--- src/include/flash_ctrl_pkg.sv ---
// Package with the register map, field layout and carriers of the flash control registers.
// Behaviour
// - Control register one has a holding copy and a working copy, loaded by the key.
// - Reading the commit address returns the monitor of the working copy.
// - With the disable pattern committed, command writes and toggle reads are dropped.
// - Reset sets the write-protect mode field to the disable pattern.
// - Committing protection rejects later commands but never aborts a running one.
// - Only the key byte written to the commit register applies the holding copy.
// - Flash area zero committed gives standard data-area mapping.
// - Flash area binary ten maps the upper code area onto the data area.
// - Boot ROM hidden or shown by its bit in MCU mode, always shown serially.
// - In serial programming mode the monitored boot ROM bit reads one.
// - The monitored write-protect bit is one only with the enable pattern committed.
// - Monitor bits seven and six always read zero.
// - Standby bit writes are accepted only from code running in RAM.
// - Flash access with the standby bit set raises a flash standby reset.
// - The standby control register reads as all zeros.
// - Serially, the clock pin input gate bit disables or enables that pin's input.
// - Serially, the general gate bit controls all ports but the serial pins.
// - In MCU mode the gating register does nothing, inputs stay enabled, reads zero.
// - Serially, after reset, all ports but receive and transmit stay disabled.
package flash_ctrl_pkg;

  localparam logic [15:0] ctrl_one_addr = 16'h0fd0;
  localparam logic [15:0] commit_addr = 16'h0fd1;
  localparam logic [15:0] monitor_addr = 16'h0fd1;
  localparam logic [15:0] standby_addr = 16'h0fd2;
  localparam logic [15:0] gating_addr = 16'h0fd3;

  localparam logic [7:0] ctrl_one_reset = 8'h40;
  localparam logic [7:0] monitor_reset = 8'h00;
  localparam logic [7:0] gating_reset = 8'h00;
  localparam logic [7:0] commit_key = 8'hd5;

  localparam logic [2:0] wp_disable = 3'h2;
  localparam logic [2:0] wp_enable = 3'h5;
  localparam logic [1:0] area_standard = 2'h0;
  localparam logic [1:0] area_code_remap = 2'h2;

  localparam int mon_wp_pos = 5;
  localparam int mon_boot_pos = 4;
  localparam int standby_pos = 0;
  localparam int gate_general_pos = 0;
  localparam int gate_sclk_pos = 1;

  // Field order matches the bit order of control register one, high to low.
  typedef struct packed {
    logic [2:0] wp_mode;
    logic boot_map;
    logic [1:0] flash_area;
    logic [1:0] rom_sel;
  } ctrl_one_s;

  typedef struct packed {
    logic [15:0] addr;
    logic [7:0] data;
  } flash_cmd_s;

endpackage

--- src/flash_control_registers.sv ---
// Flash control register bank: double-buffered control, monitor, standby and port gating.
`timescale 1ns/100ps
`default_nettype none

module flash_control_registers (
  input wire logic ref_clk, // System clock, 40 MHz.
  input wire logic rstn, // Asynchronous reset, active low.
  input wire logic [15:0] addr, // Register address.
  input wire logic [7:0] wdata, // Register write data.
  input wire logic wr, // Write strobe, one cycle.
  input wire logic rd, // Read strobe, one cycle.
  output logic [7:0] rdata, // Read data, valid the cycle after rd.
  input wire logic serial_prom_pin, // Mode pin, high selects serial programming mode.
  input wire logic exec_from_ram, // Current instruction was fetched from RAM.
  input wire logic flash_access, // CPU fetch, read or write to the flash this cycle.
  input wire logic standby_clear, // Interrupt vector fetched from flash clears standby.
  input wire logic cmd_valid_in, // CPU command write towards the flash.
  input wire flash_ctrl_pkg::flash_cmd_s cmd_in, // Address and data of that write.
  input wire logic toggle_in, // CPU toggle status read towards the flash.
  output logic cmd_valid_out, // Command write passed on to the flash engine.
  output flash_ctrl_pkg::flash_cmd_s cmd_out, // Address and data passed on.
  output logic toggle_out, // Toggle read passed on to the flash engine.
  output logic cmd_enable, // Command execution allowed by the working copy.
  output logic boot_rom_show, // Boot ROM mapped into the low code and data area.
  output logic [1:0] flash_area, // Working flash area select.
  output logic code_remap, // Upper code area mirrored into the data area.
  output logic [1:0] rom_select, // Working ROM select field.
  output logic serial_mode, // Filtered serial programming mode.
  output logic standby_active, // Flash standby bit is set.
  output logic standby_reset, // One-cycle flash standby reset request.
  output logic sclk_input_en, // Serial clock pin input enable.
  output logic port_input_en // Enable for all ports but the serial pins.
);

  // Mode pin filter: three flops, a change counts when the second and third agree.
  // The pin is asynchronous to ref_clk, so only the filtered value is used anywhere.
  logic mode_s1_q;
  logic mode_s2_q;
  logic mode_s3_q;
  logic mode_q;
  logic mode_d;

  always_comb begin
    mode_d = mode_q;
    if (mode_s2_q == mode_s3_q) begin
      mode_d = mode_s3_q;
    end
  end

  always_ff @(posedge ref_clk or negedge rstn) begin
    if (!rstn) begin
      mode_s1_q <= 1'b0;
      mode_s2_q <= 1'b0;
      mode_s3_q <= 1'b0;
      mode_q <= 1'b0;
    end else begin
      mode_s1_q <= serial_prom_pin;
      mode_s2_q <= mode_s1_q;
      mode_s3_q <= mode_s2_q;
      mode_q <= mode_d;
    end
  end

  // Register decode used by both the write and the read paths.
  function automatic logic hit(input logic [15:0] a, input logic [15:0] target);
    hit = (a == target);
  endfunction

  // Write-protect decode shared by the monitor, the command gate and the enable output.
  function automatic logic wp_allows(input logic [2:0] mode);
    wp_allows = (mode == flash_ctrl_pkg::wp_enable);
  endfunction

  // Control register one: holding copy written by software, working copy loaded by the key.
  flash_ctrl_pkg::ctrl_one_s hold_q;
  flash_ctrl_pkg::ctrl_one_s hold_d;

  always_comb begin
    hold_d = hold_q;
    if (wr && hit(addr, flash_ctrl_pkg::ctrl_one_addr)) begin
      hold_d = flash_ctrl_pkg::ctrl_one_s'(wdata);
    end
  end

  always_ff @(posedge ref_clk or negedge rstn) begin
    if (!rstn) begin
      hold_q <= flash_ctrl_pkg::ctrl_one_s'(flash_ctrl_pkg::ctrl_one_reset);
    end else begin
      hold_q <= hold_d;
    end
  end

  // Working copy: the mapping and the command gate follow only this copy.
  flash_ctrl_pkg::ctrl_one_s work_q;
  flash_ctrl_pkg::ctrl_one_s work_d;
  logic commit_ok;

  always_comb begin
    work_d = work_q;
    commit_ok = wr && hit(addr, flash_ctrl_pkg::commit_addr)
                && (wdata == flash_ctrl_pkg::commit_key);
    // Any other commit value is reserved and simply leaves the working copy alone.
    if (commit_ok) begin
      work_d = hold_q;
    end
  end

  always_ff @(posedge ref_clk or negedge rstn) begin
    if (!rstn) begin
      work_q <= flash_ctrl_pkg::ctrl_one_s'(flash_ctrl_pkg::ctrl_one_reset);
    end else begin
      work_q <= work_d;
    end
  end

  // Standby control: only code running from RAM may write the bit.
  logic standby_q;
  logic standby_d;

  always_comb begin
    standby_d = standby_q;
    if (wr && hit(addr, flash_ctrl_pkg::standby_addr) && exec_from_ram) begin
      standby_d = wdata[flash_ctrl_pkg::standby_pos];
    end
    // The interrupt clear wins over a same-cycle write so the vector read is safe.
    if (standby_clear) begin
      standby_d = 1'b0;
    end
  end

  always_ff @(posedge ref_clk or negedge rstn) begin
    if (!rstn) begin
      standby_q <= 1'b0;
    end else begin
      standby_q <= standby_d;
    end
  end

  // Standby reset request: one pulse for each flash access made while the bit is set.
  logic sreset_q;
  logic sreset_d;

  always_comb begin
    sreset_d = standby_q && flash_access;
  end

  always_ff @(posedge ref_clk or negedge rstn) begin
    if (!rstn) begin
      sreset_q <= 1'b0;
    end else begin
      sreset_q <= sreset_d;
    end
  end

  // Port input gating: stored only in serial programming mode.
  logic gate_general_q;
  logic gate_general_d;
  logic gate_sclk_q;
  logic gate_sclk_d;

  always_comb begin
    gate_general_d = gate_general_q;
    gate_sclk_d = gate_sclk_q;
    if (wr && hit(addr, flash_ctrl_pkg::gating_addr) && mode_q) begin
      gate_general_d = wdata[flash_ctrl_pkg::gate_general_pos];
      gate_sclk_d = wdata[flash_ctrl_pkg::gate_sclk_pos];
    end
  end

  always_ff @(posedge ref_clk or negedge rstn) begin
    if (!rstn) begin
      gate_general_q <= flash_ctrl_pkg::gating_reset[flash_ctrl_pkg::gate_general_pos];
      gate_sclk_q <= flash_ctrl_pkg::gating_reset[flash_ctrl_pkg::gate_sclk_pos];
    end else begin
      gate_general_q <= gate_general_d;
      gate_sclk_q <= gate_sclk_d;
    end
  end

  // Read path: data appear in the cycle after the strobe and read zero otherwise.
  logic [7:0] rdata_q;
  logic [7:0] rdata_d;
  logic [7:0] monitor;

  always_comb begin
    monitor = flash_ctrl_pkg::monitor_reset;
    monitor[flash_ctrl_pkg::mon_wp_pos] = wp_allows(work_q.wp_mode);
    monitor[flash_ctrl_pkg::mon_boot_pos] = work_q.boot_map || mode_q;
    monitor[3:2] = work_q.flash_area;
    monitor[1:0] = work_q.rom_sel;
    rdata_d = 8'h00;
    if (rd) begin
      if (hit(addr, flash_ctrl_pkg::ctrl_one_addr)) begin
        rdata_d = hold_q;
      end else if (hit(addr, flash_ctrl_pkg::monitor_addr)) begin
        rdata_d = monitor;
      end else if (hit(addr, flash_ctrl_pkg::standby_addr)) begin
        rdata_d = 8'h00;
      end else if (hit(addr, flash_ctrl_pkg::gating_addr) && mode_q) begin
        rdata_d[flash_ctrl_pkg::gate_general_pos] = gate_general_q;
        rdata_d[flash_ctrl_pkg::gate_sclk_pos] = gate_sclk_q;
      end else begin
        rdata_d = 8'h00;
      end
    end
  end

  always_ff @(posedge ref_clk or negedge rstn) begin
    if (!rstn) begin
      rdata_q <= 8'h00;
    end else begin
      rdata_q <= rdata_d;
    end
  end

  // Command gate: new command writes and toggle reads pass only with commands enabled.
  // Nothing here reaches into the flash engine, so a sequence in flight runs to its end.
  logic enabled;
  logic cmd_valid_q;
  logic cmd_valid_d;
  logic toggle_q;
  logic toggle_d;

  always_comb begin
    enabled = wp_allows(work_q.wp_mode);
    cmd_valid_d = cmd_valid_in && enabled;
    toggle_d = toggle_in && enabled;
  end

  always_ff @(posedge ref_clk or negedge rstn) begin
    if (!rstn) begin
      cmd_valid_q <= 1'b0;
      toggle_q <= 1'b0;
    end else begin
      cmd_valid_q <= cmd_valid_d;
      toggle_q <= toggle_d;
    end
  end

  // Command payload: holds the last passed command, so a blocked write cannot alter it.
  flash_ctrl_pkg::flash_cmd_s cmd_q;
  flash_ctrl_pkg::flash_cmd_s cmd_d;

  always_comb begin
    cmd_d = cmd_q;
    if (cmd_valid_d) begin
      cmd_d = cmd_in;
    end
  end

  always_ff @(posedge ref_clk or negedge rstn) begin
    if (!rstn) begin
      cmd_q <= '0;
    end else begin
      cmd_q <= cmd_d;
    end
  end

  // Command enable output, registered from the next working state.
  logic enable_q;
  logic enable_d;

  always_comb begin
    enable_d = wp_allows(work_d.wp_mode);
  end

  always_ff @(posedge ref_clk or negedge rstn) begin
    if (!rstn) begin
      enable_q <= 1'b0;
    end else begin
      enable_q <= enable_d;
    end
  end

  // Memory map outputs, registered from the next working state.
  logic boot_q;
  logic boot_d;
  logic [1:0] area_q;
  logic [1:0] area_d;
  logic remap_q;
  logic remap_d;
  logic [1:0] romsel_q;
  logic [1:0] romsel_d;

  always_comb begin
    boot_d = work_d.boot_map || mode_d;
    area_d = work_d.flash_area;
    // Zero keeps the data area on its own flash; ten mirrors the upper code area.
    remap_d = (work_d.flash_area == flash_ctrl_pkg::area_code_remap);
    romsel_d = work_d.rom_sel;
  end

  always_ff @(posedge ref_clk or negedge rstn) begin
    if (!rstn) begin
      boot_q <= 1'b0;
      area_q <= flash_ctrl_pkg::area_standard;
      remap_q <= 1'b0;
      romsel_q <= 2'h0;
    end else begin
      boot_q <= boot_d;
      area_q <= area_d;
      remap_q <= remap_d;
      romsel_q <= romsel_d;
    end
  end

  // Port input enables: the gating bits act only in serial programming mode.
  logic sclk_en_q;
  logic sclk_en_d;
  logic port_en_q;
  logic port_en_d;

  always_comb begin
    sclk_en_d = mode_d ? gate_sclk_d : 1'b1;
    port_en_d = mode_d ? gate_general_d : 1'b1;
  end

  always_ff @(posedge ref_clk or negedge rstn) begin
    if (!rstn) begin
      sclk_en_q <= 1'b1;
      port_en_q <= 1'b1;
    end else begin
      sclk_en_q <= sclk_en_d;
      port_en_q <= port_en_d;
    end
  end

  assign rdata = rdata_q;
  assign cmd_valid_out = cmd_valid_q;
  assign cmd_out = cmd_q;
  assign toggle_out = toggle_q;
  assign cmd_enable = enable_q;
  assign boot_rom_show = boot_q;
  assign flash_area = area_q;
  assign code_remap = remap_q;
  assign rom_select = romsel_q;
  assign serial_mode = mode_q;
  assign standby_active = standby_q;
  assign standby_reset = sreset_q;
  assign sclk_input_en = sclk_en_q;
  assign port_input_en = port_en_q;

endmodule

`default_nettype wire

--- config.mk ---
export PLATFORM = sky130hd
export DESIGN_NAME = flash_control_registers
export DESIGN_NICKNAME = d
export VERILOG_FILES = /design/src/include/flash_ctrl_pkg.sv /design/src/flash_control_registers.sv
export SDC_FILE = /design/constraint.sdc
export NUM_CORES = 1
export LEC_CHECK = 0
export BUFFER_PORTS_ARGS = -buffer_cell sky130_fd_sc_hd__buf_2
export CAP_MARGIN = 20
export CORE_ASPECT_RATIO = 1.25
export CORE_MARGIN = 2
export CORE_UTILIZATION = 48
export DETAILED_ROUTE_END_ITERATION = 16
export GPL_TIMING_DRIVEN = 0
export PLACE_DENSITY = 0.87
export SLEW_MARGIN = 5
export SYNTH_ARGS = -nofsm -noshare
export SYNTH_HDL_FRONTEND = slang
export SYNTH_SLANG_ARGS = --single-unit
--- constraint.sdc ---
create_clock -name ref_clk -period 2.3 [get_ports ref_clk]
set_input_delay 0.115 -clock ref_clk [delete_from_list [all_inputs] [get_ports ref_clk]]
set_output_delay 0.115 -clock ref_clk [all_outputs]
set_load 0.05 [all_outputs]
==> run summary <==
The buffers inserted during post-CTS setup optimization came out at 0. The H-tree generated during clock tree synthesis spans 3 levels. The quantity of gates resized following cts was 0. The category of the critical setup timing path is in2reg. The number of synthesis warnings is 0, and the number of rows in the core area is 29.

STA classifies the critical path endpoint as a flop. The congestion estimate from routability-driven global placement came to 0.807. The die covers 0.00595 mm². The starting utilization of the core area is 50.1%, and the number of flip-flops and latches in the synthesized netlist is 63.

After clock tree synthesis, the clock-pin slew on the worst setup and hold paths is 0.07 ns. Power spread over the standard cell area amounts to 627 mW/mm². The cell count after synthesis came out at 182. The logs give 0.33 ns for the clock latency reported for the late side of the worst-skew pair and 0.00158 mm² for the sequential cell area.

The run gives 2.51 ns as the data required time of the worst path. The startpoint of the most critical register-to-register path is work_q[6]. The transition time at the pin with the least slew margin is 0.809 ns. In this run, distinct cell masters in the synthesized netlist total 36. Leaving out fill and tap cells, the most frequent cells in the layout are sky130_fd_sc_hd__buf_2 (103), sky130_fd_sc_hd__dfrtp_1 (59), sky130_fd_sc_hd__mux2_2 (33), sky130_fd_sc_hd__nand3_1 (13), sky130_fd_sc_hd__clkbuf_8 (13). Relative to the synthesized area, the layout overhead comes to 35.0%. The global router's overall resource usage is 19.1%, and the placed wire-length estimate after detailed placement is 3.97 mm.

The run finished with clean final reports. The number of cells on the worst reg-to-reg path works out to 4. After synthesis, the share of flip-flops with an asynchronous set or reset is 100%.

The path class of the tightest hold or removal check is in2reg. The number of buffers inserted during clock tree synthesis is 9, and the number of global-route vias before repair is 1834. Setup repair after global routing left no endpoint under its margin.

The cell depth of the worst min-delay path is 2. STA classifies the critical path startpoint as an input port. Hold is met by 0.0175 ns. The detailed router finished its first iteration with 42 violations. The worst-case IR drop observed on VDD is 0.000310 V. The floorplan step defined a core boundary enclosing 0.00512 mm². Global routing consumed, on the met2 layer, 30.4% of the routing resources. met2 is the most crowded layer.

Summed over all cells, the static leakage comes to 1.96 nW. Launch point of the worst hold path: cmd_in[15]. The endpoint identified for the worst register-to-register timing path is cmd_out[13].

The tools report the fraction of met1 tracks used by global routing as 24.9%. The logs give 104 for the count of pins on the block boundary and 0 ns for the final sum of negative setup slack. Setup violations remaining at the end of the flow were counted as 0. 0 antenna diodes ended up in the layout. In the global route stage, met3 resource usage came out at 5.29%.

The filler cells instantiated in the layout total 385. Number of buffers on the longest clock path: 2. The path with the worst hold slack has its endpoint at cmd_out[15].

Summed over all instances, the cell type with the most area after synthesis is sky130_fd_sc_hd__dfrtp_1. The quantity of I/O buffers inserted on ports came out at 103. Clock tree synthesis selected as its root buffer the cell sky130_fd_sc_hd__clkbuf_8.

The tools report the placed cell count as 348. The largest fanout on the critical path is 8. The residual DRC count is 0, and the sum of routed wire length over all layers is 5.26 mm. Via count: 1878.

Clock tree synthesis found a total of 63 sinks. The fraction of the yosys area taken by sequential cells is 61.7%, and the final critical-path share of the clock period is 83.5%. The width of the die works out to 69.4 µm. The dominant synthesized flop cell is sky130_fd_sc_hd__dfrtp_1. The area taken by multi-input logic gates is 923 µm². The first global-routing pass estimated 8.86 mm of wire. The clock period minus final worst setup slack is 1.92 ns, and the post-synth net total is 240.

The finished layout holds 373 standard cells, fillers aside. For this run, the detailed router's first-pass iteration total came to 4. The number of hold-slack violations in the final timing report is 0. The average cell area after synthesis was 14.1 µm²; the maximum number of pins on one net before global-route repair was 34.

The final routed wire length divided by cell count is 14.1 µm. For the aggregate global routing overflow, the log shows 0. The tools report the remaining antenna violation count as 0. Using the TritonRoute via totals, the vias-per-cell ratio works out to 5.03. Height of the die: 85.7 µm. The most common library cell in the layout ignoring fill and taps is sky130_fd_sc_hd__buf_2. Tracing the worst setup path back leads to its startpoint at addr[13].

The headroom to the max-slew limit is 45.6%, and the utilization of the core after routing is 67.7%. For flop-to-flop paths, the worst setup slack is 0.47 ns. For the final database, setup skew stands at 0.00628 ns.

The number of antenna violations at the first check in global routing came out at 0. The total power draw came out at 2.17 mW. Summing every instance area after synthesis gives 0.00256 mm².

STA puts the critical path data arrival time at 2.14 ns. The tools report the max-cap violation count as 0. The synthesized design contains 0 enable-type register cells. By area the synthesized netlist is led by sky130_fd_sc_hd__dfrtp_1 (58%), sky130_fd_sc_hd__mux2_2 (14%), sky130_fd_sc_hd__mux2_4 (4.7%), sky130_fd_sc_hd__dfstp_2 (4.1%), sky130_fd_sc_hd__nand3_1 (2.5%).

The number of nets in the layout is 364. Summed over its instances, the top area cell type makes up 57.6% of the synthesized netlist area. The fraction of final layout cells sized beyond drive strength 1 came out at 56.3%. TritonCTS built the clock tree.

Timing would allow up to 0.520 GHz. Number of slew-limit violations in the final report: 0.
## cells in the mapped netlist, types with 2 or more instances
cell	count
sky130_fd_sc_hd__mux2_2	33
sky130_fd_sc_hd__dfrtp_1	59
sky130_fd_sc_hd__nand2_1	7
sky130_fd_sc_hd__and3_1	2
sky130_fd_sc_hd__a21boi_0	4
sky130_fd_sc_hd__a21oi_1	2
sky130_fd_sc_hd__nand2b_1	3
sky130_fd_sc_hd__clkbuf_1	2
sky130_fd_sc_hd__nor3_1	2
sky130_fd_sc_hd__dfstp_2	4
sky130_fd_sc_hd__o21ai_0	3
sky130_fd_sc_hd__buf_4	4
sky130_fd_sc_hd__nand3_1	13
sky130_fd_sc_hd__mux2i_1	2
sky130_fd_sc_hd__mux2_4	8
sky130_fd_sc_hd__nand4_1	3
sky130_fd_sc_hd__and2_1	2
sky130_fd_sc_hd__nor2_1	8
sky130_fd_sc_hd__inv_1	3
sky130_fd_sc_hd__o2111a_1	2
## cells by family (layout without fill, tap and decap cells)
family	Yosys count	in the layout	share of synthesized area, %
and+or+nand+nor	52	52	12.0
buffers and inverters	10	139	2.34
adders and majority gates	1	1	0.390
DFF	63	63	61.7
AOI/OAI and AO/OA	13	13	3.66
muxes	43	43	20.0
## critical path: stages
cell and delay [ns]:
sky130_fd_sc_hd__buf_2 0.09, sky130_fd_sc_hd__or4_1 0.59, sky130_fd_sc_hd__nor3_1 0.57, sky130_fd_sc_hd__nand4_2 0.40
sky130_fd_sc_hd__mux2_2 0.37
## through the flow
stage	worst slack [ns]	cell area, µm²
after floorplan	0.300	2560
after detailed placement	0.0387	3180
after global placement	0.0291	3160
after CTS	0.383	3430
final	0.379	3460
after global routing	0.221	3460
## power by group
| part | switching (mW) | internal [mW] | leakage, nW |
|---|---|---|---|
| registers | 0.00580 | 1.12 | 0.855 |
| logic | 0.0867 | 0.0618 | 1.00 |
| clock network | 0.393 | 0.503 | 0.105 |
| total | 0.485 | 1.69 | 1.96 |
## worst max path at each step
stage / to / cells after the start
6_report: hold_q[7] / 5
5_1_grt: hold_q[1] / 5
4_1_cts: hold_q[4] / 5
3_5_place_dp: hold_q[2] / 5
3_3_place_gp: hold_q[2] / 5
2_1_floorplan: cmd_enable / 5
## flip-flops by register name, indices dropped and copies added, names as in the netlist, 2 cells and up
name and cells:
cmd_out 24, flash_area 2, hold_q 8, rdata 8, rom_select 2, work_q 4
## area by class of cell
cell class / instances / area share, %
flip-flops and latches: 63 / 45.7
multi-input cells: 109 / 26.7
repair buffers: 113 / 18.1
well taps: 62 / 2.24
inverters: 3 / 0.325
clock buffers: 13 / 5.17
plain buffers: 7 / 1.41
clock inverters: 3 / 0.434
## routing by layer
layer	part of all wire, %	routed length, µm
met1	43	2250
met5	0	0
met3	6.0	316
met2	50	2610
met4	1.5	80
## repair_timing
item | in CTS | in global routing
endpoints found under the setup margin | 0 | 0
hold buffers | 6 | 3
endpoints found under the hold margin | 36 | 3
Note: power is estimated with default switching activity, not from simulation.
